`src/rtl/soft_reset_regs.svh`:
```
// Purpose: offsets, field positions and reset values of the soft reset regs
// Assumes: 32-bit apb data, 12-bit byte address, one word per register
// Notes:   writable masks list the bits that hold a peripheral reset line
//
// What this block does
// - capability_mask_1 gates writes to software_reset_ctl_0
// - capability_mask_2 gates writes to software_reset_ctl_1
// - ctl_0 bit 20 resets pulse-width modulator
// - ctl_0 bit 16 resets converter zero
// - ctl_0 bit 6 resets hibernation unit
// - ctl_0 bit 3 resets watchdog
// - ctl_1 bit 24 resets comparator zero
// - ctl_1 bits 18..16 reset timers two..zero
// - ctl_1 bit 12 resets two-wire unit
// - ctl_1 bit 4 resets sync serial
// - ctl_1 bits 1, 0 reset uarts
// - reserved bits read zero, ignore writes
// - both registers reset to all zeros
`ifndef SOFT_RESET_REGS_SVH
`define SOFT_RESET_REGS_SVH

`define SRST_CTL_0_OFFSET   12'h040
`define SRST_CTL_1_OFFSET   12'h044
`define SRST_RESET_VALUE    32'h0000_0000
`define SRST_CTL_0_WMASK    32'h0011_0048
`define SRST_CTL_1_WMASK    32'h0107_1013

`define SRST_PWM_BIT        20
`define SRST_ADC_BIT        16
`define SRST_HIBERNATE_BIT  6
`define SRST_WATCHDOG_BIT   3
`define SRST_COMP_BIT       24
`define SRST_TIMER_TWO_BIT  18
`define SRST_TIMER_ONE_BIT  17
`define SRST_TIMER_ZERO_BIT 16
`define SRST_TWO_WIRE_BIT   12
`define SRST_SYNC_SER_BIT   4
`define SRST_ASYNC1_BIT     1
`define SRST_ASYNC0_BIT     0

`endif
```
`src/rtl/soft_reset_pkg.sv`:
```
// Purpose: types shared by the soft reset register block
// Assumes: nothing beyond the header of constants
// Notes:   state_t is the whole register state of the top module
package soft_reset_pkg;

  // one reset line per covered peripheral, active high
  typedef struct packed {
    logic pwm_reset_bit;
    logic adc_reset_bit;
    logic hibernation_reset_bit;
    logic watchdog_reset_bit;
    logic comparator_zero_reset_bit;
    logic timer_two_reset_bit;
    logic timer_one_reset_bit;
    logic timer_zero_reset_bit;
    logic two_wire_zero_reset_bit;
    logic sync_serial_zero_reset_bit;
    logic async_serial_one_reset_bit;
    logic async_serial_zero_reset_bit;
  } periph_rst_t;

  // all flip-flops of the register block
  typedef struct packed {
    logic [31:0] ctl_0;
    logic [31:0] ctl_1;
    logic [31:0] rdata;
    logic        ready;
    logic        slverr;
  } state_t;

endpackage

```
`src/rtl/masked_write_cell.sv`:
```
// Purpose: next value of one 32-bit register under a masked bus write
// Assumes: byte strobes follow apb4, one strobe per eight data bits
// Notes:   a bit changes only if written, strobed, present and implemented
`timescale 1ns/100ps
module masked_write_cell #(
  parameter logic [31:0] WMASK = 32'h0000_0000
) (
  input  wire logic [31:0] cur,
  input  wire logic [31:0] wdata,
  input  wire logic [3:0]  strb,
  input  wire logic [31:0] cap,
  input  wire logic        en,
  output logic      [31:0] nxt
);

  // per bit select; unimplemented bits are forced low so they read zero
  for (genvar i = 0; i < 32; i++) begin : g_bit
    if (WMASK[i]) begin : g_rw
      assign nxt[i] = (en && strb[i/8] && cap[i]) ? wdata[i] : cur[i];
    end else begin : g_ro
      assign nxt[i] = 1'b0;
    end
  end

endmodule // masked_write_cell

```
`src/rtl/peripheral_soft_reset_regs.sv`:
```
// Purpose: apb slave holding the two peripheral software reset registers
// Assumes: capability masks come from another block, stable between writes
// Notes:   answer in the first access cycle; unmapped words get pslverr
`timescale 1ns/100ps
`include "soft_reset_regs.svh"
module peripheral_soft_reset_regs (
  input  wire logic                        pclk,
  input  wire logic                        presetn,
  input  wire logic                        psel,
  input  wire logic                        penable,
  input  wire logic                        pwrite,
  input  wire logic [11:0]                 paddr,
  input  wire logic [31:0]                 pwdata,
  input  wire logic [3:0]                  pstrb,
  input  wire logic [31:0]                 capability_mask_1,
  input  wire logic [31:0]                 capability_mask_2,
  output logic      [31:0]                 prdata,
  output logic                             pready,
  output logic                             pslverr,
  output soft_reset_pkg::periph_rst_t      periph_rst
);

  soft_reset_pkg::state_t state_reg;
  soft_reset_pkg::state_t state_next;

  logic        setup_phase;
  logic        commit;
  logic        hit_0;
  logic        hit_1;
  logic        mapped;
  logic        wr_0;
  logic        wr_1;
  logic [31:0] ctl_0_wr;
  logic [31:0] ctl_1_wr;

  // address decode; misaligned addresses never match a register
  assign hit_0  = (paddr == `SRST_CTL_0_OFFSET);
  assign hit_1  = (paddr == `SRST_CTL_1_OFFSET);
  assign mapped = hit_0 || hit_1;

  // transfer phases as seen by the slave
  assign setup_phase = psel && !penable;
  assign commit      = psel && penable && state_reg.ready;

  // a write lands only at the edge where pready is sampled high
  assign wr_0 = commit && pwrite && hit_0;
  assign wr_1 = commit && pwrite && hit_1;

  // masked write of the first register
  masked_write_cell #(
    .WMASK (`SRST_CTL_0_WMASK)
  ) u_cell_0 (
    .cur   (state_reg.ctl_0),
    .wdata (pwdata),
    .strb  (pstrb),
    .cap   (capability_mask_1),
    .en    (wr_0),
    .nxt   (ctl_0_wr)
  );

  // masked write of the second register
  masked_write_cell #(
    .WMASK (`SRST_CTL_1_WMASK)
  ) u_cell_1 (
    .cur   (state_reg.ctl_1),
    .wdata (pwdata),
    .strb  (pstrb),
    .cap   (capability_mask_2),
    .en    (wr_1),
    .nxt   (ctl_1_wr)
  );

  // next state; read data is captured in setup so prdata leaves a flop
  always_comb begin
    state_next        = state_reg;
    state_next.ctl_0  = ctl_0_wr;
    state_next.ctl_1  = ctl_1_wr;
    state_next.ready  = setup_phase;
    state_next.slverr = setup_phase && !mapped;
    if (setup_phase) begin
      // reserved bits are already zero inside the registers
      if (hit_0 && !pwrite) begin
        state_next.rdata = state_reg.ctl_0;
      end else if (hit_1 && !pwrite) begin
        state_next.rdata = state_reg.ctl_1;
      end else begin
        state_next.rdata = 32'h0000_0000;
      end
    end else if (commit) begin
      // drop read data after the transfer so stale values never linger
      state_next.rdata = 32'h0000_0000;
    end
  end

  // single state register; everything clears on system reset
  always_ff @(posedge pclk or negedge presetn) begin
    if (!presetn) begin
      state_reg.ctl_0  <= `SRST_RESET_VALUE;
      state_reg.ctl_1  <= `SRST_RESET_VALUE;
      state_reg.rdata  <= 32'h0000_0000;
      state_reg.ready  <= 1'b0;
      state_reg.slverr <= 1'b0;
    end else begin
      state_reg <= state_next;
    end
  end

  // bus answer straight from flops
  assign prdata  = state_reg.rdata;
  assign pready  = state_reg.ready;
  assign pslverr = state_reg.slverr;

  // reset lines follow the stored bits, so a one holds the unit in reset
  assign periph_rst.pwm_reset_bit =
    state_reg.ctl_0[`SRST_PWM_BIT];
  assign periph_rst.adc_reset_bit =
    state_reg.ctl_0[`SRST_ADC_BIT];
  assign periph_rst.hibernation_reset_bit =
    state_reg.ctl_0[`SRST_HIBERNATE_BIT];
  assign periph_rst.watchdog_reset_bit =
    state_reg.ctl_0[`SRST_WATCHDOG_BIT];
  assign periph_rst.comparator_zero_reset_bit =
    state_reg.ctl_1[`SRST_COMP_BIT];
  assign periph_rst.timer_two_reset_bit =
    state_reg.ctl_1[`SRST_TIMER_TWO_BIT];
  assign periph_rst.timer_one_reset_bit =
    state_reg.ctl_1[`SRST_TIMER_ONE_BIT];
  assign periph_rst.timer_zero_reset_bit =
    state_reg.ctl_1[`SRST_TIMER_ZERO_BIT];
  assign periph_rst.two_wire_zero_reset_bit =
    state_reg.ctl_1[`SRST_TWO_WIRE_BIT];
  assign periph_rst.sync_serial_zero_reset_bit =
    state_reg.ctl_1[`SRST_SYNC_SER_BIT];
  assign periph_rst.async_serial_one_reset_bit =
    state_reg.ctl_1[`SRST_ASYNC1_BIT];
  assign periph_rst.async_serial_zero_reset_bit =
    state_reg.ctl_1[`SRST_ASYNC0_BIT];
endmodule // peripheral_soft_reset_regs

```
`config.mk`:
```
export PLATFORM = sky130hd
export DESIGN_NAME = peripheral_soft_reset_regs
export DESIGN_NICKNAME = d
export VERILOG_FILES = /design/src/rtl/soft_reset_pkg.sv /design/src/rtl/masked_write_cell.sv /design/src/rtl/peripheral_soft_reset_regs.sv
export VERILOG_INCLUDE_DIRS = /design/src /design/src/rtl
export SDC_FILE = /design/constraint.sdc
export NUM_CORES = 1
export LEC_CHECK = 0
export BUFFER_PORTS_ARGS = -buffer_cell sky130_fd_sc_hd__buf_2
export CORE_MARGIN = 3
export CORE_UTILIZATION = 31
export CTS_CLUSTER_DIAMETER = 120
export DETAILED_ROUTE_END_ITERATION = 10
export GPL_ROUTABILITY_DRIVEN = 0
export GPL_TIMING_DRIVEN = 0
export PLACE_DENSITY = 0.92
export SYNTH_ARGS = -nofsm -noshare
export SYNTH_HDL_FRONTEND = slang
export SYNTH_SLANG_ARGS = --single-unit
```
`constraint.sdc`:
```
create_clock -name pclk -period 1.7 [get_ports pclk]
set_input_delay 0.085 -clock pclk [delete_from_list [all_inputs] [get_ports pclk]]
set_output_delay 0.085 -clock pclk [all_outputs]
set_load 0.02 [all_outputs]
```
==> results of run 1 <==
-- per-stage QoR --
stage / cells / setup WS, ns / TNS, ns / instance area, um^2 / hold WS, ns
final: 243 / 0.156 / 0 / 1760 / 0.0464
after CTS: 243 / 0.145 / 0 / 1760 / 0.0395
after global placement: 238 / -0.0520 / -0.701 / 1710 / 0.0976
after detailed placement: 238 / -0.118 / -1.22 / 1710 / 0.116
after global routing: 243 / 0.0752 / 0 / 1760 / 0.0459
after floorplan: 122 / 0.144 / 0 / 1310 / -0.211
-- state kept, by name (all words and copies together), names as in the netlist --
register    count
periph_rst     12
pready          1
pslverr         1
prdata         11
-- cell families after synthesis --
logic type      synth area share
compound gates            0.0833
other cells              0.00305
buf+inv                    0.153
flops                      0.508
simple gates               0.133
mux                        0.119
-- synthesized netlist by cell type --
cell and count:
a22o_1 10, a32o_1 1, and4_1 1, and4b_1 1, buf_2 1, buf_4 21, buf_6 1, clkbuf_1 1
conb_1 1, dfrtp_1 25, inv_1 3, mux2_2 13, nand2_1 1, nand2b_1 1, nand4_1 12, nor2_1 3
nor3_1 1, nor4_1 1, nor4b_1 1, nor4b_2 1, o21ai_0 1, or4b_4 1
-- area by class of cell --
cell class                      count  area share
Sequential cell                    25       0.355
Timing Repair Buffer               69       0.199
Multi-Input combinational cell     70       0.279
Tap cell                           48      0.0341
Buffer                             24       0.101
Clock buffer                        4      0.0256
Inverter                            3     0.00639
-- how the worst max path moves through the flow --
stage                     startpoint       endpoint  slack (ns)  depth (start not counted)
after CTS                     pready  periph_rst[7]        0.14                          5
final                         pready  periph_rst[7]        0.16                          5
after floorplan             paddr[5]  periph_rst[0]        0.14                          5
after global placement      paddr[5]     prdata[17]       -0.05                          4
after global routing        paddr[5]      prdata[1]        0.08                          4
after detailed placement    paddr[5]     prdata[17]       -0.12                          4
-- power groups by stage --
stage	combinational (mW)	sequential, mW	clock, mW
finish	0.172	0.598	0.347
global route	0.191	0.598	0.385
CTS	0.173	0.598	0.364
detailed placement	0.171	0.610	0
global placement	0.167	0.609	0
floorplan	0.0948	0.613	0
-- timing repair --
action,CTS,global route
hold buffers,1,0
hold endpoints to repair,25,0
setup endpoints to repair,0,0
-- cells in the final DEF, fill, tap and decap left out --
master / instances
dlygate4sd3_1: 1
a32o_1: 1
o21ai_0: 1
or4b_4: 1
nand2_1: 1
buf_4: 21
a22o_1: 10
buf_2: 69
clkbuf_1: 2
dfrtp_1: 25
mux2_2: 13
nand4_1: 12
conb_1: 21
nand2b_1: 1
nor4b_2: 1
buf_6: 1
and4b_1: 1
clkbuf_8: 3
nor4b_1: 1
and4_1: 1
inv_1: 3
nor3_1: 1
nor2_1: 3
nor4_1: 1
-- per-layer routing --
layer	part of all wire	routed length [um]	vias up	track usage
met5	0	0	-	0
met4	0.0073	23	0	0.0456
met3	0.082	256	2	0.0292
met2	0.49	1520	56	0.222
met1	0.42	1330	481	0.173
li1	-	-	521	-
==> metrics.txt, run 1 <==
outcome complete, no violations; final WL 3130 um; Seq/Total Area, Yosys 0.508; io pins 163; initial DRC count 16; pin count of the biggest net entering global routing 26; # H-tree levels 1; share of the synthesized area in the top cell type 0.508; drt wl/cell 12.9 um; first-pass GRT wire length approximately 5200 um; worst reg2reg path depth 5; FP Rows 22; clock root cell clkbuf_8; # diodes 0; max incr delay on CP approximately 0.40 ns; area of the multi-input gates 492 um^2; Cell variety after synth 22; Fmax 648 MHz; Crit path buffers/inverters 1; Final period util 0.908; Clock Skew 0.00501 ns; Pleak 1.03 nW; max_slew headroom 0.461; worst hold path class input pin to flip-flop; Clock Latency Late Sink 0.26 ns; Final Hold Fails 0; delay-heaviest family, CP simple AND/OR/NAND/NOR gates; antenna viol nets, final 0; Sw Pwr 0.276 mW; Critical Path Slowest Stage Cell dfrtp_1; clock-pin slew on the worst setup and hold paths approximately 0.090 ns; Die Height 69.0 um; detailed placement HPWL 2570 um; total power 1.12 mW; CP Launch Type flip-flop; largest cells by area after synthesis dfrtp_1 51%, buf_4 13%, mux2_2 12%; crit path time final 1.54 ns; Req. time, crit path ~1.9 ns; fin util 0.471; DRC 0; Comb pwr share 0.154; CTS max path bufs 2; initial core utilization 0.329; nature of the critical path endpoint flip-flop; number of vias in the routed layout 1,060; unrepaired setup endpoints after global routing false; core box area 3740 um^2; Die X roughly 70 um; Flop pwr share 0.535; worst-margin pin slew 0.807 ns; Reg2Reg Setup Slack ~0.16 ns; Setup violations, final 0; maxcap violations 0; Power Internal around 0.84 mW; global route total overflow 0; Yosys reg bits 25; worst r2r dst periph_rst[7]; mean post-synth cell area between 10 and 15 um^2; clock share of power 0.310; postcts setup bufs 0; register area 626 um^2; Yosys top cell by area dfrtp_1; total CTS buffers 3; Net Sw Frac 0.247; post-DR vias/cell 4.36; R2R Path Start pready; Pwr Density 634 nW/um^2; Net count, final around 310; Clock Sink Count 25; CTS tree built; worst-path cell chain and4_1 -> and4b_1 -> buf_6 -> nand4_1 -> mux2_2; CTS resizes 0; Pre-antenna DRT Iters 5; Mapped Cells 102; Synth Cell Area around 1200 um^2; Port Buffers between 60 and 70; critical path class flip-flop to flip-flop; Worst Hold Launch pwdata[20]; initial antenna violation count 0; Max IR drop VDD 0.450 mV; Area Overhead vs Synth 43.1%; number of synthesis warnings 0; WP data arrival roughly 1.7 ns; Filler cells 365; Hold Path Sink periph_rst[11]; die area 4760 um^2; Final Slew Violations 0; number of global-route vias before repair 1,138; Critical Path Fanout Max 10; Hold Path Depth 2; layout cells sized above 1 0.559; total global-route track usage 0.135
(Power assumes the default switching activity.)
==> run 2: changes to the inputs <==
--- a/config.mk
+++ b/config.mk
@@ -9,2 +9,3 @@
 export BUFFER_PORTS_ARGS = -buffer_cell sky130_fd_sc_hd__buf_2
+export CORE_ASPECT_RATIO = 2
 export CORE_MARGIN = 3
--- a/constraint.sdc
+++ b/constraint.sdc
@@ -3,2 +3,2 @@
 set_output_delay 0.085 -clock pclk [all_outputs]
-set_load 0.02 [all_outputs]
+set_load 0.05 [all_outputs]
==> run 2 against run 1 <==
Count of clock-buffer cells in the layout did not move; sequential share of layout area barely moved; cell count rose by 0.41%; utilization rose by 0.32 points; die area rose by 0.96%; highest routed layer unchanged.
==> metrics.txt, run 2 (same netlist as run 1, synthesis figures left out) <==
Final Instance Area 1760 um^2; Die X 50.6 um; CTS max path bufs 2; commonest non-fill, non-tap cell in the layout buf_2; Critical Path Fanout Max 10; Pleak 1.03 nW; Setup violations, final 0; total power 1.18 mW; drt wl/cell 13.4 um; outcome complete, no violations; Pre-antenna DRT Iters 2; critical path class flip-flop to flip-flop; met1 GRT Util 0.162; initial antenna violation count 0; commonest cells after routing, fill and taps aside 69 x buf_2, 24 x dfrtp_1, 21 x buf_4, 21 x conb_1, 13 x mux2_2; R2R Path Start pready; CTS tree built; worst-margin pin slew 0.733 ns; clock root cell clkbuf_8; max_slew headroom 0.510; worst-path cell chain and4_1 -> and4b_1 -> buf_6 -> nand4_1 -> mux2_2; delay-heaviest family, CP simple AND/OR/NAND/NOR gates; number of vias in the routed layout 1,084; clock-pin slew on the worst setup and hold paths about 0.080 ns; worst reg2reg path depth 5; Clock Skew 0.00327 ns; maxcap violations 0; pin count of the biggest net entering global routing 26; number of global-route vias before repair 1,097; CTS resizes 0; Clock Latency Late Sink 0.26 ns; core box area approximately 3700 um^2; FP Rows 31; max incr delay on CP 0.41 ns; cts hold-fix bufs 1; unrepaired setup endpoints after global routing false; postcts setup bufs 0; io pins 163; Pwr Density 671 nW/um^2; global route total overflow 0; final WL 3270 um; detailed placement HPWL between 2000 and 3000 um; setup TNS 0 ns; Max IR drop VDD 0.442 mV; Req. time, crit path approximately 1.9 ns; Net count, final 313; CP Launch Point pready; WP data arrival 1.71 ns; CP Launch Type flip-flop; total global-route track usage 0.137; GR Util met2 0.242; initial core utilization 0.331; instance count on the critical path 5; final worst setup slack 0.138 ns; placed cell areas 1710 um^2; Final Slew Violations 0; Crit path buffers/inverters 1; # diodes 0; Die Height 95.1 um; Fmax 640 MHz; number of flip-flops in the largest register 12; DRC 0; Critical Path Slowest Stage Cell dfrtp_2; # H-tree levels 1; Hold Path Depth 2; Area Overhead vs Synth 43.3%; layout cells sized above 1 0.564; die area 4810 um^2; nature of the critical path endpoint flip-flop; post-DR vias/cell 4.44; total CTS buffers 3; first-pass GRT wire length 5060 um; Final Hold Fails 0; grt peak-use layer met2; Clock Sink Count 25; met3 Use GR 0.0250; initial DRC count 7; worst hold slack 0.0510 ns; Port Buffers 68; Final period util 0.919; Filler cells 381; antenna viol nets, final 0; Placement Setup Slack -0.103 ns; worst hold path class input pin to flip-flop; Worst Hold Launch pwdata[24]; crit path time final 1.56 ns
==> run 2: where the power goes <==
group	leakage [nW]	internal, mW	switching [mW]
registers	0.346	0.597	0.000957
logic	0.662	0.0778	0.163
clock network	0.0228	0.167	0.177
total	1.03	0.842	0.341
==> run 2: routing by layer <==
metal	up-vias	routed length (um)
met4	0	25
met3	2	305
met1	495	1290
met2	68	1650
met5	-	0
li1	519	-
==> run 2: stage by stage <==
step / util / std cells
2_1_floorplan: - / 122
5_1_grt: 0.474 / 244
4_1_cts: 0.474 / 244
3_3_place_gp: 0.459 / 239
3_5_place_dp: 0.459 / 239
6_report: 0.474 / 244
==> run 2: final timing paths <==
check / to / slack [ns]
min reg2reg: prdata[16] / 0.49
min in group asynchronous: prdata[6] / 0.35
min: periph_rst[7] / 0.05
max: periph_rst[1] / 0.14
max in group asynchronous: pready / 0.95
max reg2reg: periph_rst[1] / 0.14
==> run 2: area by class of cell <==
cell class,instances,area [um^2],area share
multi-input combinational,70,492,0.279
buffer,24,178,0.101
inverter,3,11.3,0.00638
sequential,25,627,0.355
clock buffer,4,45.0,0.0255
timing repair buffer,69,350,0.199
tap,49,61.3,0.0348
==> run 3: changes to the inputs <==
Settings changed: RECOVER_POWER set to 100.
==> run 3 against run 2 <==
Wire length grew 0.21%; worst setup slack lost 0.0015 ns; die area is the same; clock power is essentially flat; sequential share of layout area grew 0.67 points; first-iteration DRC count shrank 29%; largest power group unchanged; utilization shrank 0.87 points; count of clock-buffer cells in the layout is the same; register-to-register slack is essentially flat.
==> metrics.txt, run 3 (same netlist as run 1, synthesis figures left out) <==
outcome complete, no violations; global route total overflow 0; Reg2Reg Setup Slack around 0.14 ns; WL met3 313 um; WP data arrival 1.72 ns; pin count of the biggest net entering global routing 26; antenna viol nets, final 0; Area Overhead vs Synth 40.7%; Pwr Density 683 nW/um^2; total CTS buffers 3; Clock Latency Late Sink 0.26 ns; Setup violations, final 0; worst r2r dst periph_rst[4]; CTS tree built; initial core utilization 0.331; fin util 0.465; initial antenna violation count 0; Final Instance Area 1730 um^2; uppermost layer routed met4; unrepaired setup endpoints after global routing false; commonest non-fill, non-tap cell in the layout buf_2; Max IR drop VDD 0.441 mV; M1 WL 1290 um; DRC 0; Fmax about 640 MHz; number of global-route vias before repair between 1,000 and 1,500; Req. time, crit path roughly 1.9 ns; critical path class flip-flop to flip-flop; worst hold slack 0.0503 ns; max_slew headroom 0.514; placed cell areas 1710 um^2; layout cells sized above 1 0.431; nature of the critical path endpoint flip-flop; register area 627 um^2; CTS max path bufs 2; Net count, final 313; initial DRC count 5; io pins roughly 160; worst reg2reg path depth 5; Placement Setup Slack -0.103 ns; Filler cells 391; Final Slew Violations 0; worst hold path class input pin to flip-flop; CP Launch Type flip-flop; die area 4810 um^2; crit path time final ~1.6 ns; detailed placement HPWL 2720 um; Port Buffers 68; worst-margin pin slew just over 0.7 ns; Pre-antenna DRT Iters 2; number of vias in the routed layout roughly 1,100; post-DR vias/cell 4.44; commonest cells after routing, fill and taps aside 42 x buf_2, 28 x clkbuf_1, 24 x dfrtp_1; clock root cell clkbuf_8; Clock Skew 0.00305 ns; Final Hold Fails 0; total global-route track usage 0.137; Clock Sink Count 25; number of flip-flops in the largest register 12; Setup crit end periph_rst[4]; Die X about 51 um; final worst setup slack roughly 0.14 ns; FP Rows 31; first-pass GRT wire length 5060 um; maxcap violations 0; total power between 1 and 1.5 mW; # diodes 0; WL met2 between 1500 and 2000 um; Pleak 0.919 nW; postcts setup bufs 0; Die Height 95.1 um; R2R Path Start pready; Final period util 0.920; drt wl/cell between 10 and 15 um; area of the multi-input gates 492 um^2; # H-tree levels 1; CP Launch Point pready; Critical Path Fanout Max 10; core box area 3720 um^2; clock-pin slew on the worst setup and hold paths 0.08 ns; final WL about 3300 um
-- run 3: cell count changes in the layout (fill, tap and decap cells not counted), sizes merged --
cell,before,now
buf,91,64
clkbuf,5,32
-- run 3: worst min path at each step --
stage | startpoint | endpoint | cells after the start
2_1_floorplan | presetn | periph_rst[0] | 0
3_3_place_gp | presetn | periph_rst[1] | 1
3_5_place_dp | presetn | prdata[0] | 1
4_1_cts | pwdata[17] | periph_rst[5] | 2
6_report | pwdata[24] | periph_rst[7] | 2
5_1_grt | pwdata[3] | periph_rst[8] | 2
-- run 3: worst max-delay path: stages (launching register included) --
cell     delay [ns]
dfrtp_2        0.41
and4_1         0.20
and4b_1        0.25
buf_6          0.16
nand4_1        0.10
mux2_2         0.33
-- run 3: power by group --
part | switching [mW] | internal [mW] | leakage (nW)
sequential | 0.00102 | 0.597 | 0.346
clock | 0.179 | 0.167 | 0.0228
combinational | 0.163 | 0.0767 | 0.551
-- run 3: metrics by stage --
step	TNS, ns	cells
6_report	0	244
5_1_grt	0	244
4_1_cts	0	244
3_5_place_dp	-1.26	239
3_3_place_gp	-1.07	239
2_1_floorplan	0	122
-- run 3: cell type report --
cell class	count	share of cell area
flip-flops and latches	25	0.362
plain buffers	24	0.103
inverters	3	0.00650
well taps	49	0.0354
clock buffers	4	0.0260
repair buffers	69	0.184
multi-input cells	70	0.284
-- run 3: timing repair --
| action | 4_1_cts | 5_1_grt |
|---|---|---|
| hold endpoints to repair | 25 | 0 |
| hold buffers | 1 | 0 |
| setup endpoints to repair | 0 | 0 |
| resized for setup | 0 | 0 |
-- run 3: metal layers --
layer | track usage | vias to the layer above
met3 | 0.0250 | 2
met1 | 0.162 | 493
li1 | - | 520
met2 | 0.242 | 68
met4 | 0.0494 | 0
met5 | 0 | -
